File: config.mk
export PLATFORM = sky130hd
export DESIGN_NAME = prog_mode_entry_address_counter
export DESIGN_NICKNAME = d
export VERILOG_FILES = /design/src/include/prog_entry_pkg.sv /design/src/verilog/pin_sync3.sv /design/src/verilog/prog_mode_entry_address_counter.sv
export SDC_FILE = /design/constraint.sdc
export NUM_CORES = 1
export LEC_CHECK = 0
export ABC_AREA = 1
export BUFFER_PORTS_ARGS = -buffer_cell sky130_fd_sc_hd__buf_2
export CAP_MARGIN = 20
export CORE_ASPECT_RATIO = 1.25
export CORE_UTILIZATION = 26
export CTS_CLUSTER_DIAMETER = 30
export DETAILED_ROUTE_END_ITERATION = 12
export HOLD_SLACK_MARGIN = 0.15
export SYNTH_ARGS = -nofsm -noshare
export SYNTH_HDL_FRONTEND = slang
export SYNTH_SLANG_ARGS = --single-unit
File: constraint.sdc
create_clock -name CORE_CLK_I -period 2.3 [get_ports CORE_CLK_I]
set_clock_uncertainty 0.2 [all_clocks]
set_input_delay 0.46 -clock CORE_CLK_I [delete_from_list [all_inputs] [get_ports CORE_CLK_I]]
set_output_delay 0.46 -clock CORE_CLK_I [all_outputs]
set_load 0.01 [all_outputs]
File: src/include/prog_entry_pkg.sv
package prog_entry_pkg;

    // Address space of the program counter
    localparam logic [13:0] PC_RESET = 14'h0000;
    localparam logic [13:0] USER_TOP_SMALL = 14'h0fff;
    localparam logic [13:0] USER_TOP_LARGE = 14'h1fff;
    localparam logic [13:0] CFG_BASE = 14'h2000;
    localparam logic [13:0] CFG_TOP = 14'h3fff;
    localparam logic [13:0] ID_FIRST = 14'h2000;
    localparam logic [13:0] ID_LAST = 14'h2003;
    localparam logic [13:0] CFG_USE_FIRST = 14'h2007;
    localparam logic [13:0] CFG_USE_LAST = 14'h2009;
    localparam logic [13:0] CALIB_ADDR = 14'h2009;

    // Serial framing
    localparam int CMD_BITS = 6;
    localparam int DATA_CYCLES = 16;
    localparam int WORD_BITS = 14;
    localparam logic [4:0] CNT_CMD_LAST = 5'h05;
    localparam logic [4:0] CNT_BIT_FIRST = 5'h01;
    localparam logic [4:0] CNT_BIT_LAST = 5'h0e;
    localparam logic [4:0] CNT_STOP = 5'h0f;

    // Oscillator codes that require high-voltage-first entry
    localparam logic [2:0] OSC_INTERNAL_A = 3'h4;
    localparam logic [2:0] OSC_INTERNAL_B = 3'h5;

    // Command codes, sent least significant bit first
    localparam logic [5:0] CMD_LOAD_CFG = 6'h00;
    localparam logic [5:0] CMD_LOAD_PROG = 6'h02;
    localparam logic [5:0] CMD_LOAD_DATA = 6'h03;
    localparam logic [5:0] CMD_READ_PROG = 6'h04;
    localparam logic [5:0] CMD_READ_DATA = 6'h05;
    localparam logic [5:0] CMD_INCREMENT = 6'h06;
    localparam logic [5:0] CMD_BEGIN_PROG = 6'h08;
    localparam logic [5:0] CMD_ERASE_PROG = 6'h09;
    localparam logic [5:0] CMD_END_PROG = 6'h0a;
    localparam logic [5:0] CMD_ERASE_DATA = 6'h0b;

    // Serial engine phases
    typedef enum logic [0:0] {S_CMD, S_DATA} serial_state_t;

endpackage

File: src/verilog/pin_sync3.sv
`timescale 1ns/1ps

////////////////////////////////////////////////////////////////////////////////
// Three-stage pin synchroniser; a change counts once stages two and three agree
module pin_sync3 #(
    parameter int WIDTH = 5
) (
    // Clock and reset
    input wire logic clk_i,
    input wire logic rst_n_i,
    // Pins and filtered levels
    input wire logic [WIDTH-1:0] pin_i,
    output logic [WIDTH-1:0] level_o
);

    genvar b;
    generate
        for (b = 0; b < WIDTH; b = b + 1)
        begin : g_bit
            logic s1_reg;
            logic s2_reg;
            logic s3_reg;
            logic lvl_reg;
            // First stage feeds only the second
            always_ff @(posedge clk_i or negedge rst_n_i)
            begin
                if (!rst_n_i)
                begin
                    s1_reg <= 1'b0;
                    s2_reg <= 1'b0;
                    s3_reg <= 1'b0;
                    lvl_reg <= 1'b0;
                end
                else
                begin
                    s1_reg <= pin_i[b];
                    s2_reg <= s1_reg;
                    s3_reg <= s2_reg;
                    if (s2_reg == s3_reg)
                        lvl_reg <= s3_reg;
                end
            end
            assign level_o[b] = lvl_reg;
        end
    endgenerate

endmodule

File: src/verilog/prog_mode_entry_address_counter.sv
`timescale 1ns/1ps

////////////////////////////////////////////////////////////////////////////////
module prog_mode_entry_address_counter #(
    parameter bit LARGE_MEMORY = 1'b1
) (
    // Clock and reset
    input wire logic CORE_CLK_I,
    input wire logic RST_N_I,
    // Mode select and entry pins
    input wire logic MASTER_CLEAR_PIN_HV_I,
    input wire logic MASTER_CLEAR_PIN_VDD_I,
    input wire logic LOW_VOLT_ENTRY_PIN_I,
    // Configuration bits from the stored configuration word
    input wire logic LOW_VOLT_PROG_ENABLE_I,
    input wire logic CODE_PROTECT_I,
    // Serial link
    input wire logic PROG_SERIAL_CLOCK_I,
    input wire logic PROG_SERIAL_DATA_I,
    output logic PROG_SERIAL_DATA_O,
    output logic PROG_SERIAL_DATA_OE_O,
    // Device state
    output logic PROG_MODE_O,
    output logic LOGIC_RESET_O,
    output logic IO_HIZ_O,
    output logic ENTRY_PIN_DEDICATED_O,
    // Memory array
    output logic [13:0] MEM_ADDR_O,
    output logic MEM_DATA_SPACE_O,
    input wire logic [13:0] MEM_RDATA_I,
    output logic [13:0] MEM_WDATA_O,
    output logic MEM_WR_O,
    output logic ERASE_PROG_O,
    output logic ERASE_ID_O,
    output logic ERASE_CALIB_O,
    output logic ERASE_DATA_O
);

    ////////////////////////////////////////////////////////////////////////////
    // Pin synchronisers
    logic [4:0] pins_lvl;
    logic hv_s, vdd_s, lve_s, sclk_s, sdat_s;

    pin_sync3 #(.WIDTH(5)) u_sync (
        .clk_i(CORE_CLK_I),
        .rst_n_i(RST_N_I),
        .pin_i({MASTER_CLEAR_PIN_HV_I, MASTER_CLEAR_PIN_VDD_I, LOW_VOLT_ENTRY_PIN_I,
                PROG_SERIAL_CLOCK_I, PROG_SERIAL_DATA_I}),
        .level_o(pins_lvl)
    );
    assign {hv_s, vdd_s, lve_s, sclk_s, sdat_s} = pins_lvl;

    ////////////////////////////////////////////////////////////////////////////
    // Registers
    logic in_mode_reg;
    logic sclk_prev_reg;
    logic dedicated_reg;
    prog_entry_pkg::serial_state_t state_reg;
    prog_entry_pkg::serial_state_t state_next;
    logic [4:0] cnt_reg;
    logic [4:0] cnt_next;
    logic [5:0] cmd_reg;
    logic [5:0] cmd_next;
    logic [13:0] pc_reg;
    logic [13:0] pc_next;
    logic [13:0] rd_reg;
    logic [13:0] rd_next;
    logic [13:0] wr_reg;
    logic [13:0] wr_next;
    logic space_reg;
    logic space_next;
    logic oe_reg;
    logic oe_next;
    logic dout_reg;
    logic dout_next;
    logic [4:0] pulse_reg;
    logic [4:0] pulse_next;

    ////////////////////////////////////////////////////////////////////////////
    // Mode entry decode
    wire lv_entry = LOW_VOLT_PROG_ENABLE_I & lve_s & vdd_s;
    wire entry_req = hv_s | lv_entry;
    wire entering = entry_req & ~in_mode_reg;
    wire clk_rise = in_mode_reg & sclk_s & ~sclk_prev_reg;
    wire clk_fall = in_mode_reg & ~sclk_s & sclk_prev_reg;

    // Command decode
    wire [5:0] cmd_word = {sdat_s, cmd_reg[5:1]};
    wire cmd_done = clk_fall && (cnt_reg == prog_entry_pkg::CNT_CMD_LAST);
    wire word_is_load = (cmd_word == prog_entry_pkg::CMD_LOAD_CFG)
        || (cmd_word == prog_entry_pkg::CMD_LOAD_PROG)
        || (cmd_word == prog_entry_pkg::CMD_LOAD_DATA);
    wire word_is_read = (cmd_word == prog_entry_pkg::CMD_READ_PROG)
        || (cmd_word == prog_entry_pkg::CMD_READ_DATA);
    wire word_is_data_space = (cmd_word == prog_entry_pkg::CMD_LOAD_DATA)
        || (cmd_word == prog_entry_pkg::CMD_READ_DATA);
    wire frame_is_load = (cmd_reg == prog_entry_pkg::CMD_LOAD_CFG)
        || (cmd_reg == prog_entry_pkg::CMD_LOAD_PROG)
        || (cmd_reg == prog_entry_pkg::CMD_LOAD_DATA);
    wire frame_is_read = (cmd_reg == prog_entry_pkg::CMD_READ_PROG)
        || (cmd_reg == prog_entry_pkg::CMD_READ_DATA);
    wire in_bits = (cnt_reg >= prog_entry_pkg::CNT_BIT_FIRST)
        && (cnt_reg <= prog_entry_pkg::CNT_BIT_LAST);

    // Address map decode
    wire [13:0] user_top = LARGE_MEMORY ? prog_entry_pkg::USER_TOP_LARGE
        : prog_entry_pkg::USER_TOP_SMALL;
    wire in_user = ~pc_reg[13] && (pc_reg <= user_top);
    wire in_id = (pc_reg >= prog_entry_pkg::ID_FIRST) && (pc_reg <= prog_entry_pkg::ID_LAST);
    wire in_cfg_use = (pc_reg >= prog_entry_pkg::CFG_USE_FIRST)
        && (pc_reg <= prog_entry_pkg::CFG_USE_LAST);
    wire usable = space_reg | in_user | in_id | in_cfg_use;
    wire protect_hit = in_user & ~space_reg & CODE_PROTECT_I;
    wire [13:0] rd_value = (usable && !protect_hit) ? MEM_RDATA_I : 14'h0000;
    wire [13:0] pc_inc = {pc_reg[13], 13'(pc_reg[12:0] + 13'h0001)};

    ////////////////////////////////////////////////////////////////////////////
    // Serial engine and address counter next state
    always_comb
    begin
        state_next = state_reg;
        cnt_next = cnt_reg;
        cmd_next = cmd_reg;
        pc_next = pc_reg;
        rd_next = rd_reg;
        wr_next = wr_reg;
        space_next = space_reg;
        oe_next = oe_reg;
        dout_next = dout_reg;
        pulse_next = 5'h00;
        if (!in_mode_reg)
        begin
            state_next = prog_entry_pkg::S_CMD;
            cnt_next = 5'h00;
            pc_next = prog_entry_pkg::PC_RESET;
            oe_next = 1'b0;
        end
        else
        begin
            case (state_reg)
                prog_entry_pkg::S_CMD:
                begin
                    if (clk_fall)
                    begin
                        cmd_next = cmd_word;
                        cnt_next = 5'(cnt_reg + 5'h01);
                    end
                    if (cmd_done)
                    begin
                        cnt_next = 5'h00;
                        if (cmd_word == prog_entry_pkg::CMD_INCREMENT)
                            pc_next = pc_inc;
                        else if (cmd_word == prog_entry_pkg::CMD_BEGIN_PROG)
                            pulse_next[0] = usable;
                        else if (cmd_word == prog_entry_pkg::CMD_ERASE_PROG)
                        begin
                            pulse_next[1] = 1'b1;
                            pulse_next[2] = pc_reg[13];
                            pulse_next[3] = (pc_reg == prog_entry_pkg::CALIB_ADDR);
                        end
                        else if (cmd_word == prog_entry_pkg::CMD_ERASE_DATA)
                            pulse_next[4] = 1'b1;
                        else if (word_is_load || word_is_read)
                        begin
                            state_next = prog_entry_pkg::S_DATA;
                            space_next = word_is_data_space;
                        end
                    end
                end
                prog_entry_pkg::S_DATA:
                begin
                    if (clk_rise && frame_is_read)
                    begin
                        if (cnt_reg == 5'h00)
                            rd_next = rd_value;
                        else if (in_bits)
                        begin
                            oe_next = 1'b1;
                            dout_next = rd_reg[0];
                            rd_next = {1'b0, rd_reg[13:1]};
                        end
                        else
                            oe_next = 1'b0;
                    end
                    if (clk_fall)
                    begin
                        cnt_next = 5'(cnt_reg + 5'h01);
                        if (frame_is_load && in_bits)
                            wr_next = {sdat_s, wr_reg[13:1]};
                        if (cnt_reg == prog_entry_pkg::CNT_STOP)
                        begin
                            state_next = prog_entry_pkg::S_CMD;
                            cnt_next = 5'h00;
                            oe_next = 1'b0;
                            if (cmd_reg == prog_entry_pkg::CMD_LOAD_CFG)
                                pc_next = prog_entry_pkg::CFG_BASE;
                        end
                    end
                end
                default:
                    state_next = prog_entry_pkg::S_CMD;
            endcase
        end
    end

    // Mode and edge tracking
    always_ff @(posedge CORE_CLK_I or negedge RST_N_I)
    begin
        if (!RST_N_I)
        begin
            in_mode_reg <= 1'b0;
            sclk_prev_reg <= 1'b0;
            dedicated_reg <= 1'b0;
        end
        else
        begin
            in_mode_reg <= entry_req;
            sclk_prev_reg <= sclk_s;
            dedicated_reg <= LOW_VOLT_PROG_ENABLE_I;
        end
    end

    // Serial engine state
    always_ff @(posedge CORE_CLK_I or negedge RST_N_I)
    begin
        if (!RST_N_I)
        begin
            state_reg <= prog_entry_pkg::S_CMD;
            cnt_reg <= 5'h00;
            cmd_reg <= 6'h00;
            rd_reg <= 14'h0000;
            oe_reg <= 1'b0;
            dout_reg <= 1'b0;
        end
        else
        begin
            state_reg <= state_next;
            cnt_reg <= cnt_next;
            cmd_reg <= cmd_next;
            rd_reg <= rd_next;
            oe_reg <= oe_next;
            dout_reg <= dout_next;
        end
    end

    // Address counter, write latch and memory strobes
    always_ff @(posedge CORE_CLK_I or negedge RST_N_I)
    begin
        if (!RST_N_I)
        begin
            pc_reg <= prog_entry_pkg::PC_RESET;
            wr_reg <= 14'h0000;
            space_reg <= 1'b0;
            pulse_reg <= 5'h00;
        end
        else
        begin
            pc_reg <= pc_next;
            wr_reg <= wr_next;
            space_reg <= space_next;
            pulse_reg <= pulse_next;
        end
    end

    ////////////////////////////////////////////////////////////////////////////
    // Outputs
    assign PROG_SERIAL_DATA_O = dout_reg;
    assign PROG_SERIAL_DATA_OE_O = oe_reg;
    assign PROG_MODE_O = in_mode_reg;
    assign LOGIC_RESET_O = in_mode_reg;
    assign IO_HIZ_O = in_mode_reg;
    assign ENTRY_PIN_DEDICATED_O = dedicated_reg;
    assign MEM_ADDR_O = pc_reg;
    assign MEM_DATA_SPACE_O = space_reg;
    assign MEM_WDATA_O = wr_reg;
    assign {ERASE_DATA_O, ERASE_CALIB_O, ERASE_ID_O, ERASE_PROG_O, MEM_WR_O} = pulse_reg;

    ////////////////////////////////////////////////////////////////////////////
    // Checks
    wire inc_now = in_mode_reg && cmd_done && (cmd_word == prog_entry_pkg::CMD_INCREMENT);
    a_user_wrap: assert property (@(posedge CORE_CLK_I) disable iff (!RST_N_I)
        inc_now && (pc_reg == prog_entry_pkg::USER_TOP_LARGE) |=> pc_reg == 14'h0000)
        else $error("user space counter did not wrap to zero");
    a_cfg_wrap: assert property (@(posedge CORE_CLK_I) disable iff (!RST_N_I)
        inc_now && (pc_reg == prog_entry_pkg::CFG_TOP) |=> pc_reg == prog_entry_pkg::CFG_BASE)
        else $error("config space counter did not wrap to base");
    a_top_sticky: assert property (@(posedge CORE_CLK_I) disable iff (!RST_N_I)
        in_mode_reg && entry_req && pc_reg[13] |=> pc_reg[13])
        else $error("config space bit cleared inside mode");
    a_cfg_load: assert property (@(posedge CORE_CLK_I) disable iff (!RST_N_I)
        in_mode_reg && entry_req && state_reg == prog_entry_pkg::S_DATA && clk_fall
        && cnt_reg == prog_entry_pkg::CNT_STOP && cmd_reg == prog_entry_pkg::CMD_LOAD_CFG
        |=> pc_reg == prog_entry_pkg::CFG_BASE)
        else $error("load config did not point counter at base");
    a_entry_clear: assert property (@(posedge CORE_CLK_I) disable iff (!RST_N_I)
        $rose(in_mode_reg) |-> pc_reg == 14'h0000 && LOGIC_RESET_O && IO_HIZ_O)
        else $error("mode entry left counter or I/O state wrong");
    a_lv_gate: assert property (@(posedge CORE_CLK_I) disable iff (!RST_N_I)
        entering && !hv_s |-> LOW_VOLT_PROG_ENABLE_I && lve_s && vdd_s)
        else $error("low-voltage entry taken while disabled");
    a_calib_keep: assert property (@(posedge CORE_CLK_I) disable iff (!RST_N_I)
        ERASE_CALIB_O |-> ERASE_PROG_O && $past(pc_reg) == prog_entry_pkg::CALIB_ADDR)
        else $error("calibration erased from wrong address");
    a_idle_quiet: assert property (@(posedge CORE_CLK_I) disable iff (!RST_N_I)
        !in_mode_reg ##1 !in_mode_reg |-> pulse_reg == 5'h00 && !oe_reg && pc_reg == 14'h0000)
        else $error("activity outside programming mode");
    a_read_drive: assert property (@(posedge CORE_CLK_I) disable iff (!RST_N_I)
        in_mode_reg && entry_req && state_reg == prog_entry_pkg::S_DATA && frame_is_read
        && clk_rise && cnt_reg == prog_entry_pkg::CNT_BIT_FIRST
        |=> PROG_SERIAL_DATA_OE_O && PROG_SERIAL_DATA_O == $past(rd_reg[0]))
        else $error("read bit not driven in second data cycle");
    a_reserved_wr: assert property (@(posedge CORE_CLK_I) disable iff (!RST_N_I)
        MEM_WR_O |-> $past(usable))
        else $error("write strobe to reserved or absent location");

endmodule

# After elaboration in Yosys (flattened, before gate mapping)
# Cells that the tools add are included.
# word_totals
register_bits	85
output_inout_bits	40
wordCells	164
# classes
n_addsub	2
order_cmp	7
eq_ne	28
n_mux	42
bitwise	22
n_reduce_logical	29
# op_table
cell	n
14-bit 2-to-1 mux	7
5-bit 2-to-1 mux	9
6-bit by 3-bit equality test with 1-bit output (second input constant)	5
14-bit >= comparator (second input constant)	2
14-bit less-or-equal comparator (second input constant)	2
14-bit one-hot mux with 2 select lines	1
13-bit 2-to-1 mux	2
6-bit by 2-bit equality test with 1-bit output (second input constant)	4
1-bit 2-to-1 mux	19
6-bit by 4-bit equality test with 1-bit output (second input constant)	3
14-bit equality test (second input constant)	1
14-bit by 13-bit less-or-equal comparator with 1-bit output (second input constant)	1
13-bit by 1-bit adder with 13-bit output (second input constant)	1
6-bit zero test	2
4-bit AND reduction	3
1-bit NOT	10
5-bit one-hot mux with 2 select lines	1
5-bit AND reduction	2
3-bit by 2-bit != test with 1-bit output (second input constant)	3
1-bit bitwise AND	8
1-bit logical AND	8
1-bit logical OR	8
8-bit AND reduction	1
3-bit != test (second input constant)	2
other kinds (18)	25

# Depth between registers and ports, before layout
# Gate-level depths: netlist of run 1.
# depth
word_depth	12
ltp_mapped	11
ltp_nobuf	10

# By module
# A second synthesis of run 1 with hierarchy kept.
# unflattened
hier_cells	512
area_unflattened_um2	4196.5
# by_module_without_submodules
mod	n_inst	cells_per_inst	area_per_inst_um2	seq_area_each_um2
prog_mode_entry_address_counter	1	467	3577.2	1626.6
pin_sync3	1	45	619.3	500.5

# Worst setup path before layout of run 1
# OpenSTA, ideal clock, no wires.
# synth_path
kind	flip-flop to flip-flop
start	register cnt_reg[1]
end	register pc_reg[7] (netlist: MEM_ADDR_O[7])
arrival_time_ns	1.710
slack_ns	0.263
stages_incl_launch_ff	11
period_less_slack_ns	2.037
cell_sequence	dfrtp_1 ha_1 nand2_1 nor2_1 ha_1 nand3_1 o21ai_4 nand2_2 nand2_4 buf_8 o21ai_0
# synth_via
elab_chain_len	4
elab_cells_between_ends	6
cone_classes	eq/ne (4); reduce/logical (2)
# synth_rtl
element	line_no	source
start, declared	prog_mode_entry_address_counter.sv:60	logic [4:0] cnt_reg;
start signal, assigned	prog_mode_entry_address_counter.sv:238	cnt_reg <= cnt_next;
5-bit by 3-bit equality test with 1-bit output	prog_mode_entry_address_counter.sv:89	wire cmd_done = clk_fall && (cnt_reg == prog_entry_pkg::CNT_CMD_LAST);
1-bit logical AND	prog_mode_entry_address_counter.sv:89	
3-bit != test (no line)	--	
5-bit AND reduction (no line) (*)	--	
end signal, assigned	prog_mode_entry_address_counter.sv:251	pc_reg <= prog_entry_pkg::PC_RESET;
end signal, assigned	prog_mode_entry_address_counter.sv:258	pc_reg <= pc_next;
end, declared	prog_mode_entry_address_counter.sv:64	logic [13:0] pc_reg;
# Every way passes the cells marked *; elsewhere a longest branch is shown, timed or not.
# A chain may end at the register's enable or synchronous reset.

# Worst setup path in the final report of run 1
# layout_path
start	register cnt_reg[1]
end	register pc_reg[3] (netlist: MEM_ADDR_O[3])
# The elaborated chain is that of the path after synthesis.

==> impl_summary.md, run 1 <==
Critical path
The classification of the worst setup path is flop to flop. In this run the critical register-to-register path is launched from cnt_reg[1]. The worst register-to-register path ends at MEM_ADDR_O[3].

STA classifies the critical path endpoint as a flop. The arrival time at the worst endpoint is 2.13 ns. The required arrival time at the worst endpoint is 2.36 ns.

The element type at the critical path start is a flop. The worst register-to-register path has a depth of 10. Of all nets on the critical path, the largest fanout is 19. The setup slack of the worst register-to-register path is 0.23 ns. The critical path startpoint is cnt_reg[1].

Worst hold path
The worst hold path belongs to the class flop to flop. The hold path startpoint is u_sync.g_bit[2].s1_reg. For hold timing, the worst endpoint is u_sync.g_bit[2].s2_reg. The instance count along the most critical hold path is 0.

Yosys
Counting flops and latches in the post-synthesis netlist gives 85. The average cell area after synthesis is 7.99 µm². After synthesis the cells add up to 4280 µm². The post-synth net total is 569. The count of mapped cells out of synthesis is 535.

After synthesis, the netlist uses 29 different library cells. For this run, the register share of the synthesized area comes to 49.8%. The total number of yosys warnings is 0.

Global route
The largest net degree at the start of global routing is 33. The overall fraction of global-route tracks in use is 12.8%. The initial antenna violation count is 0. The global-route wire length before repair is 16,900 µm. The via count of the first global-routing pass is 3,464. The final global-route overflow total is 0.

STA
The count of pins over their slew limit is 0. Setup repair after global routing left no endpoint under its margin. The timing-limited maximum frequency is 482 MHz.

The transition at the pin with the smallest max-transition slack is 0.645 ns. Setup violations remaining at the end of the flow were counted as 0. The number of failing hold endpoints at the final stage was 0.

The total negative slack for setup checks is 0 ns. The minimum period implied by the final worst setup slack is 2.07 ns. The portion of the clock cycle consumed by the worst path in the final layout is 90.2%. Measured against its own limit, the worst slew margin works out to 56.9%.

Clock network
The later pin in the worst-skew pair is clocked with a latency of 0.34 ns. The number of buffers created by CTS is 9. No sink is reached through more buffers than the 2 on the longest clock path. The number of clock sinks is 85. The count of H-tree levels built during CTS is 3. The CTS tree is yes. After clock tree synthesis, the clock-pin slew on the worst setup and hold paths is 0.06 ns. The cell at the root of the clock tree is sky130_fd_sc_hd__clkbuf_16.

Detailed routing
The number of DRC markers after the initial detailed-route iteration is 222. Dividing the detail-routed wire length by the instance count gives 12.1 µm. The count of nets left with antenna violations once routing finished came out at 0.

The final layout contains routed wiring with a total length of 10,200 µm. After detailed routing, the number of vias per cell comes to 4.30. Detailed routing inserted a total of 3,610 vias. The remaining design rule violation count is 0.

The number of iterations in the first detailed-routing pass is 4.

Pwr
The maximum vdd ir drop is 0.281 mV. In this run the static leakage power is 2.74 nW. The ratio of total power to cell area is 706 nW/µm².

Floorplanning
The region available for standard cell placement spans 16,100 µm². The die outline width is 117 µm. The die footprint is 17,000 µm². The number of ports placed on the die boundary is 63. The initial utilization of the core area, before any placement, comes to 26.5%. The number of standard-cell rows in the floorplan is 52.

From bottom edge to top edge, the die measures 145 µm.

Placement
Routability-driven placement finished with a final weighted congestion of 0.812. The count of buffers from port buffering is 62. After detailed placement, the design holds a cell count of 814. The HPWL reported at the end of detailed placement is 7250 µm.

Cells and area
The count of cells in the finished layout, fillers not included, comes to 840. The net total in the final layout is 653. The antenna cell count is 0. Cells fill 33.1% of the core in the end. Relative to the synthesized area, the layout overhead comes to 24.8%. The share of layout cells above drive strength 1 is 17.9%.

Status
The run finished with clean final reports.

Run
Max-cap violations in this run came to 0.
## critical path, stage by stage (launching register included)
cell and delay (ns):
sky130_fd_sc_hd__dfrtp_1 0.41, sky130_fd_sc_hd__ha_1 0.19, sky130_fd_sc_hd__nand2_1 0.07, sky130_fd_sc_hd__nor2_1 0.13, sky130_fd_sc_hd__ha_1 0.18, sky130_fd_sc_hd__nand3_1 0.14
sky130_fd_sc_hd__o21ai_4 0.25, sky130_fd_sc_hd__nand2_4 0.14, sky130_fd_sc_hd__nand2_8 0.14, sky130_fd_sc_hd__nand2_1 0.07, sky130_fd_sc_hd__o21ai_0 0.08
## cells in the final DEF, fill, tap and decap left out, types with 3 or more instances in the layout
cell type,n
sky130_fd_sc_hd__clkinvlp_4,3
sky130_fd_sc_hd__ha_1,11
sky130_fd_sc_hd__nor2_1,86
sky130_fd_sc_hd__a21oi_1,32
sky130_fd_sc_hd__nand4_1,13
sky130_fd_sc_hd__nand3_1,44
sky130_fd_sc_hd__inv_1,74
sky130_fd_sc_hd__buf_2,61
sky130_fd_sc_hd__dlygate4sd3_1,8
sky130_fd_sc_hd__dfrtp_1,85
sky130_fd_sc_hd__buf_4,18
sky130_fd_sc_hd__maj3_1,5
sky130_fd_sc_hd__nor3_1,6
sky130_fd_sc_hd__nor4_1,3
sky130_fd_sc_hd__clkbuf_16,9
sky130_fd_sc_hd__o21ai_0,40
sky130_fd_sc_hd__nand2_2,3
sky130_fd_sc_hd__nand2_1,101
## power breakdown
group / internal (mW) / switching (mW) / total (mW)
sequential: 1.58 / 0.0813 / 1.66
clock: 0.876 / 0.615 / 1.49
combinational: 0.196 / 0.421 / 0.617
total: 2.65 / 1.12 / 3.77
## repair_timing
| item | in CTS | in global routing |
|---|---|---|
| setup endpoints to repair | 0 | 12 |
| hold buffers | 8 | 0 |
| buffers inserted | 0 | 2 |
| gates resized for setup | 0 | 2 |
| endpoints found under the hold margin | 31 | 0 |
## routing by layer
metal / global-route usage (%) / share of wire [%] / vias up
met3: 1.92 / 2.8 / 14
met1: 16.7 / 47 / 1669
met5: 0 / 0 / -
met2: 20.8 / 48 / 53
li1: - / - / 1874
met4: 5.63 / 1.8 / 0
## worst max path at each step
stage,end,cells past startpoint
final,MEM_ADDR_O[3],10
after detailed placement,MEM_ADDR_O[10],9
after CTS,MEM_ADDR_O[10],9
after global placement,MEM_ADDR_O[2],9
after global routing,MEM_ADDR_O[4],10
after floorplan,MEM_ADDR_O[7],10
## Yosys cell counts (all sizes together)
cell       n  area [µm²]
a31o       1        8.76
nor2      88         345
nand4     13        81.3
nor4       3        18.8
clkbuf     8        30.0
nor3       7        46.3
maj3       5        50.1
nor3b      1        7.51
buf        8        63.8
o2111ai    1        15.0
o21bai     1        7.51
nand2    107         427
nand3     45         230
inv       76         285
dfrtp     85        2130
a21oi     32         160
o21ai     41         216
ha        11         138
xor2       2        17.5
## cell families after synthesis
| family | after synthesis | synth area share, % |
|---|---|---|
| buffers and inverters | 92 | 8.87 |
| AO/OA/AOI/OAI | 76 | 9.54 |
| XOR/XNOR | 2 | 0.410 |
| adder cells (fa/ha/maj) | 16 | 4.39 |
| AND/OR/NAND/NOR | 264 | 27.0 |
| flip-flops | 85 | 49.8 |
## final cells by class
class,instances,area (µm²)
tap,216,270
clock inverter,6,70.1
clock buffer,10,239
inverter,76,285
sequential,85,2130
timing repair buffer,89,561
fill,1761,10800
multi-input combinational,358,1780
## stage by stage
step	hold slack (ns)	power [mW]	worst slack (ns)	instance area, µm²
final	0.147	3.77	0.226	5340
after CTS	0.151	3.81	0.0811	5310
after global placement	0.132	2.29	0.179	4920
after detailed placement	0.135	2.29	0.0979	4920
after global routing	0.158	3.97	0.0180	5340
after floorplan	-0.0356	2.08	0.263	4280
(Power assumes the default switching activity.)
==> run 2, diff against run 1 <==
- CELL_PAD_IN_SITES_DETAIL_PLACEMENT: unset -> 0
- CELL_PAD_IN_SITES_GLOBAL_PLACEMENT: unset -> 1
- CORE_UTILIZATION: 26 -> 25
- PLACE_DENSITY_LB_ADDON: unset -> 0.1
==> impl_summary.md, run 2 (synthesis gave the netlist of run 1 again) <==
Clock network
At the later pin of the worst-skew pair, clock insertion delay measures 0.34 ns. The count of H-tree levels built during CTS is 3. The CTS tree is yes. The largest buffer count on any clock path is 2. The clock-pin slew on the worst setup and hold paths is 0.07 ns.

The cell sitting at the root of the clock tree is a sky130_fd_sc_hd__clkbuf_16. Clock tree synthesis inserted a total of 9 buffers. The clock drives 85 sinks.

Global route
Entering global routing, the biggest net connects 33 pins. The via count of the first global-routing pass is 3,621. The final global-route overflow total is 0. The global-route wire length before repair is 19,300 µm. The initial antenna violation count is 0. The overall fraction of global-route tracks in use is 14.1%.

Detailed routing
After detailed routing, the number of vias per cell comes to 4.35. Once detail routing completed, the nets flagged for antenna violations numbered 0. The average wire length per cell after detail routing is 13.6 µm.

The total wire length is 11,600 µm. The number of DRC markers after the initial detailed-route iteration is 187. For this run, the detailed router's first-pass iteration total came to 4. For this run, design rule violations remaining after detail routing come to 0.

The detailed-route via count is 3,695.

Pwr
Power spread over the standard cell area amounts to 711 nW/µm². The switching part of the total is 30.7%. The design internal power is 2.65 mW. The maximum vdd ir drop is 0.269 mV. The net load switching power is 1.18 mW.

Sequential cells account for 43.4% of the total power. The total leakage power is 2.78 nW. The relative contribution of combinational cells to total power is 17.4%. The relative contribution of the clock network to total power is 39.2%. Power comes to 3.82 mW.

STA
Setup violations remaining at the end of the flow were counted as 0. At the pin with the least slew margin, the transition time is 0.620 ns. After layout, the worst path uses 90.9% of the clock period. Setup repair after global routing left no endpoint under its margin. The headroom to the max-slew limit is 58.6%. The number of failing hold endpoints at the final stage is 0.

For this run, the top clock speed supported by timing is 478 MHz. The count of pins over their slew limit was 0. After layout, the minimum clock period comes to 2.09 ns. After layout, the worst setup slack is 0.209 ns. The total negative slack for setup checks is 0 ns.

Placement
The HPWL reported at the end of detailed placement is 8300 µm. The final estimated routing congestion in global placement is 0.762. Buffers placed on the I/O ports in this run total 62. Prior to clock tree synthesis, the placed netlist has a worst setup slack of 0.0337 ns.

Floorplanning
For this configuration, the core starts out at a cell density of 25.5%. The floorplan has 53 rows. The die boundary height is 148 µm. The die outline width is 119 µm. The region available for standard cell placement spans 16,800 µm². 63 I/O pins were placed. The die footprint is 17,600 µm².

Run
The max-capacitance violation count is 0.

Critical path
Walking the worst path, the cells encountered are ha_1, nand2_1, nor2_1, ha_1, nand3_2, o21ai_4, nand2_4, nand2_4, nand2_1, o21ai_0. The critical path is of the flop to flop type. The arrival time at the worst endpoint is 2.15 ns. In this design, the largest share of critical-path delay is due to simple AND/OR/NAND/NOR gates. The required arrival time at the worst endpoint is 2.36 ns.

On the critical path, the stage with the largest delay is an instance of sky130_fd_sc_hd__dfrtp_1. The count of buffering cells on the critical path with inverters included is 0. The peak fanout along the critical path is 9. The critical path's largest stage delay is 0.41 ns. The element type at the critical path start is a flop. The element type at the critical path end is a flop.

Cells and area
The share of layout cells above drive strength 1 is 19.0%. In the layout the commonest cells are sky130_fd_sc_hd__nand2_1 (101), sky130_fd_sc_hd__nor2_1 (86), sky130_fd_sc_hd__dfrtp_1 (85). The most common library cell in the layout ignoring fill and taps is sky130_fd_sc_hd__nand2_1. 0 antenna diodes ended up in the layout. For this run, the post-layout net count is 659. Relative to the synthesized area, the layout overhead comes to 25.8%.

Status
The flow ran to the end, and the final reports show no timing, DRC or antenna violations.

Worst hold path
In this run the worst hold path is classified as flop to flop.
-- run 2: power by group through the flow --
| stage | clock network (mW) | logic, mW | registers (mW) |
|---|---|---|---|
| global placement | 0 | 0.657 | 1.68 |
| finish | 1.50 | 0.665 | 1.66 |
| CTS | 1.57 | 0.665 | 1.66 |
| floorplan | 0 | 0.416 | 1.67 |
| global route | 1.63 | 0.765 | 1.67 |
| detailed placement | 0 | 0.654 | 1.69 |
-- run 2: timing repair --
| item | in CTS | in global routing |
|---|---|---|
| setup buffers | 0 | 2 |
| endpoints found under the hold margin | 54 | 0 |
| gates resized for setup | 0 | 3 |
| endpoints found under the setup margin | 0 | 13 |
| hold buffers | 7 | 0 |
-- run 2: worst register-to-register path: cells and delay by family, from the launching register on --
family | cells | cell delay, ns
AO/OA/AOI/OAI | 2 | 0.31
flip-flops | 1 | 0.41
adder cells (fa/ha/maj) | 2 | 0.38
AND/OR/NAND/NOR | 6 | 0.71
-- run 2: routing by layer --
metal | part of all wire (%) | GRT usage [%] | up-vias | wire length [µm]
met5 | 0 | 0 | - | 0
met2 | 48 | 23.6 | 62 | 5540
met3 | 3.7 | 3.41 | 7 | 425
met4 | 0.87 | 3.99 | 0 | 101
met1 | 48 | 18.0 | 1736 | 5510
li1 | - | - | 1890 | -
-- run 2: final cells by class --
class	instances	area [µm²]
Multi-Input combinational cell	359	1800
Tap cell	220	275
Inverter	76	285
Timing Repair Buffer	94	583
Fill cell	1838	11400
Sequential cell	85	2130
Clock buffer	9	225
Clock inverter	7	81.3
-- run 2: final timing paths --
| path | from | to | slack, ns | cells after the start |
|---|---|---|---|---|
| worst min register to register | u_sync.g_bit[3].s1_reg | u_sync.g_bit[3].s2_reg | 0.15 | 0 |
| worst max register to register | cnt_reg[0] | MEM_ADDR_O[5] | 0.21 | 10 |
| worst min-delay path | u_sync.g_bit[3].s1_reg | u_sync.g_bit[3].s2_reg | 0.15 | 0 |
| max in group asynchronous | RST_N_I | IO_HIZ_O | 0.92 | 3 |
| min in group asynchronous | RST_N_I | rd_reg[7] | 0.35 | 2 |
| worst max-delay path | cnt_reg[0] | MEM_ADDR_O[5] | 0.21 | 10 |
-- run 2: per-stage QoR --
step / hold slack (ns) / cells / utilization (%) / area (µm²)
2_1_floorplan: -0.0356 / 535 / - / 4280
3_3_place_gp: 0.133 / 824 / 29.5 / 4950
3_5_place_dp: 0.135 / 824 / 29.5 / 4950
4_1_cts: 0.151 / 847 / 31.8 / 5330
5_1_grt: 0.156 / 850 / 32.0 / 5380
6_report: 0.149 / 850 / 32.0 / 5380
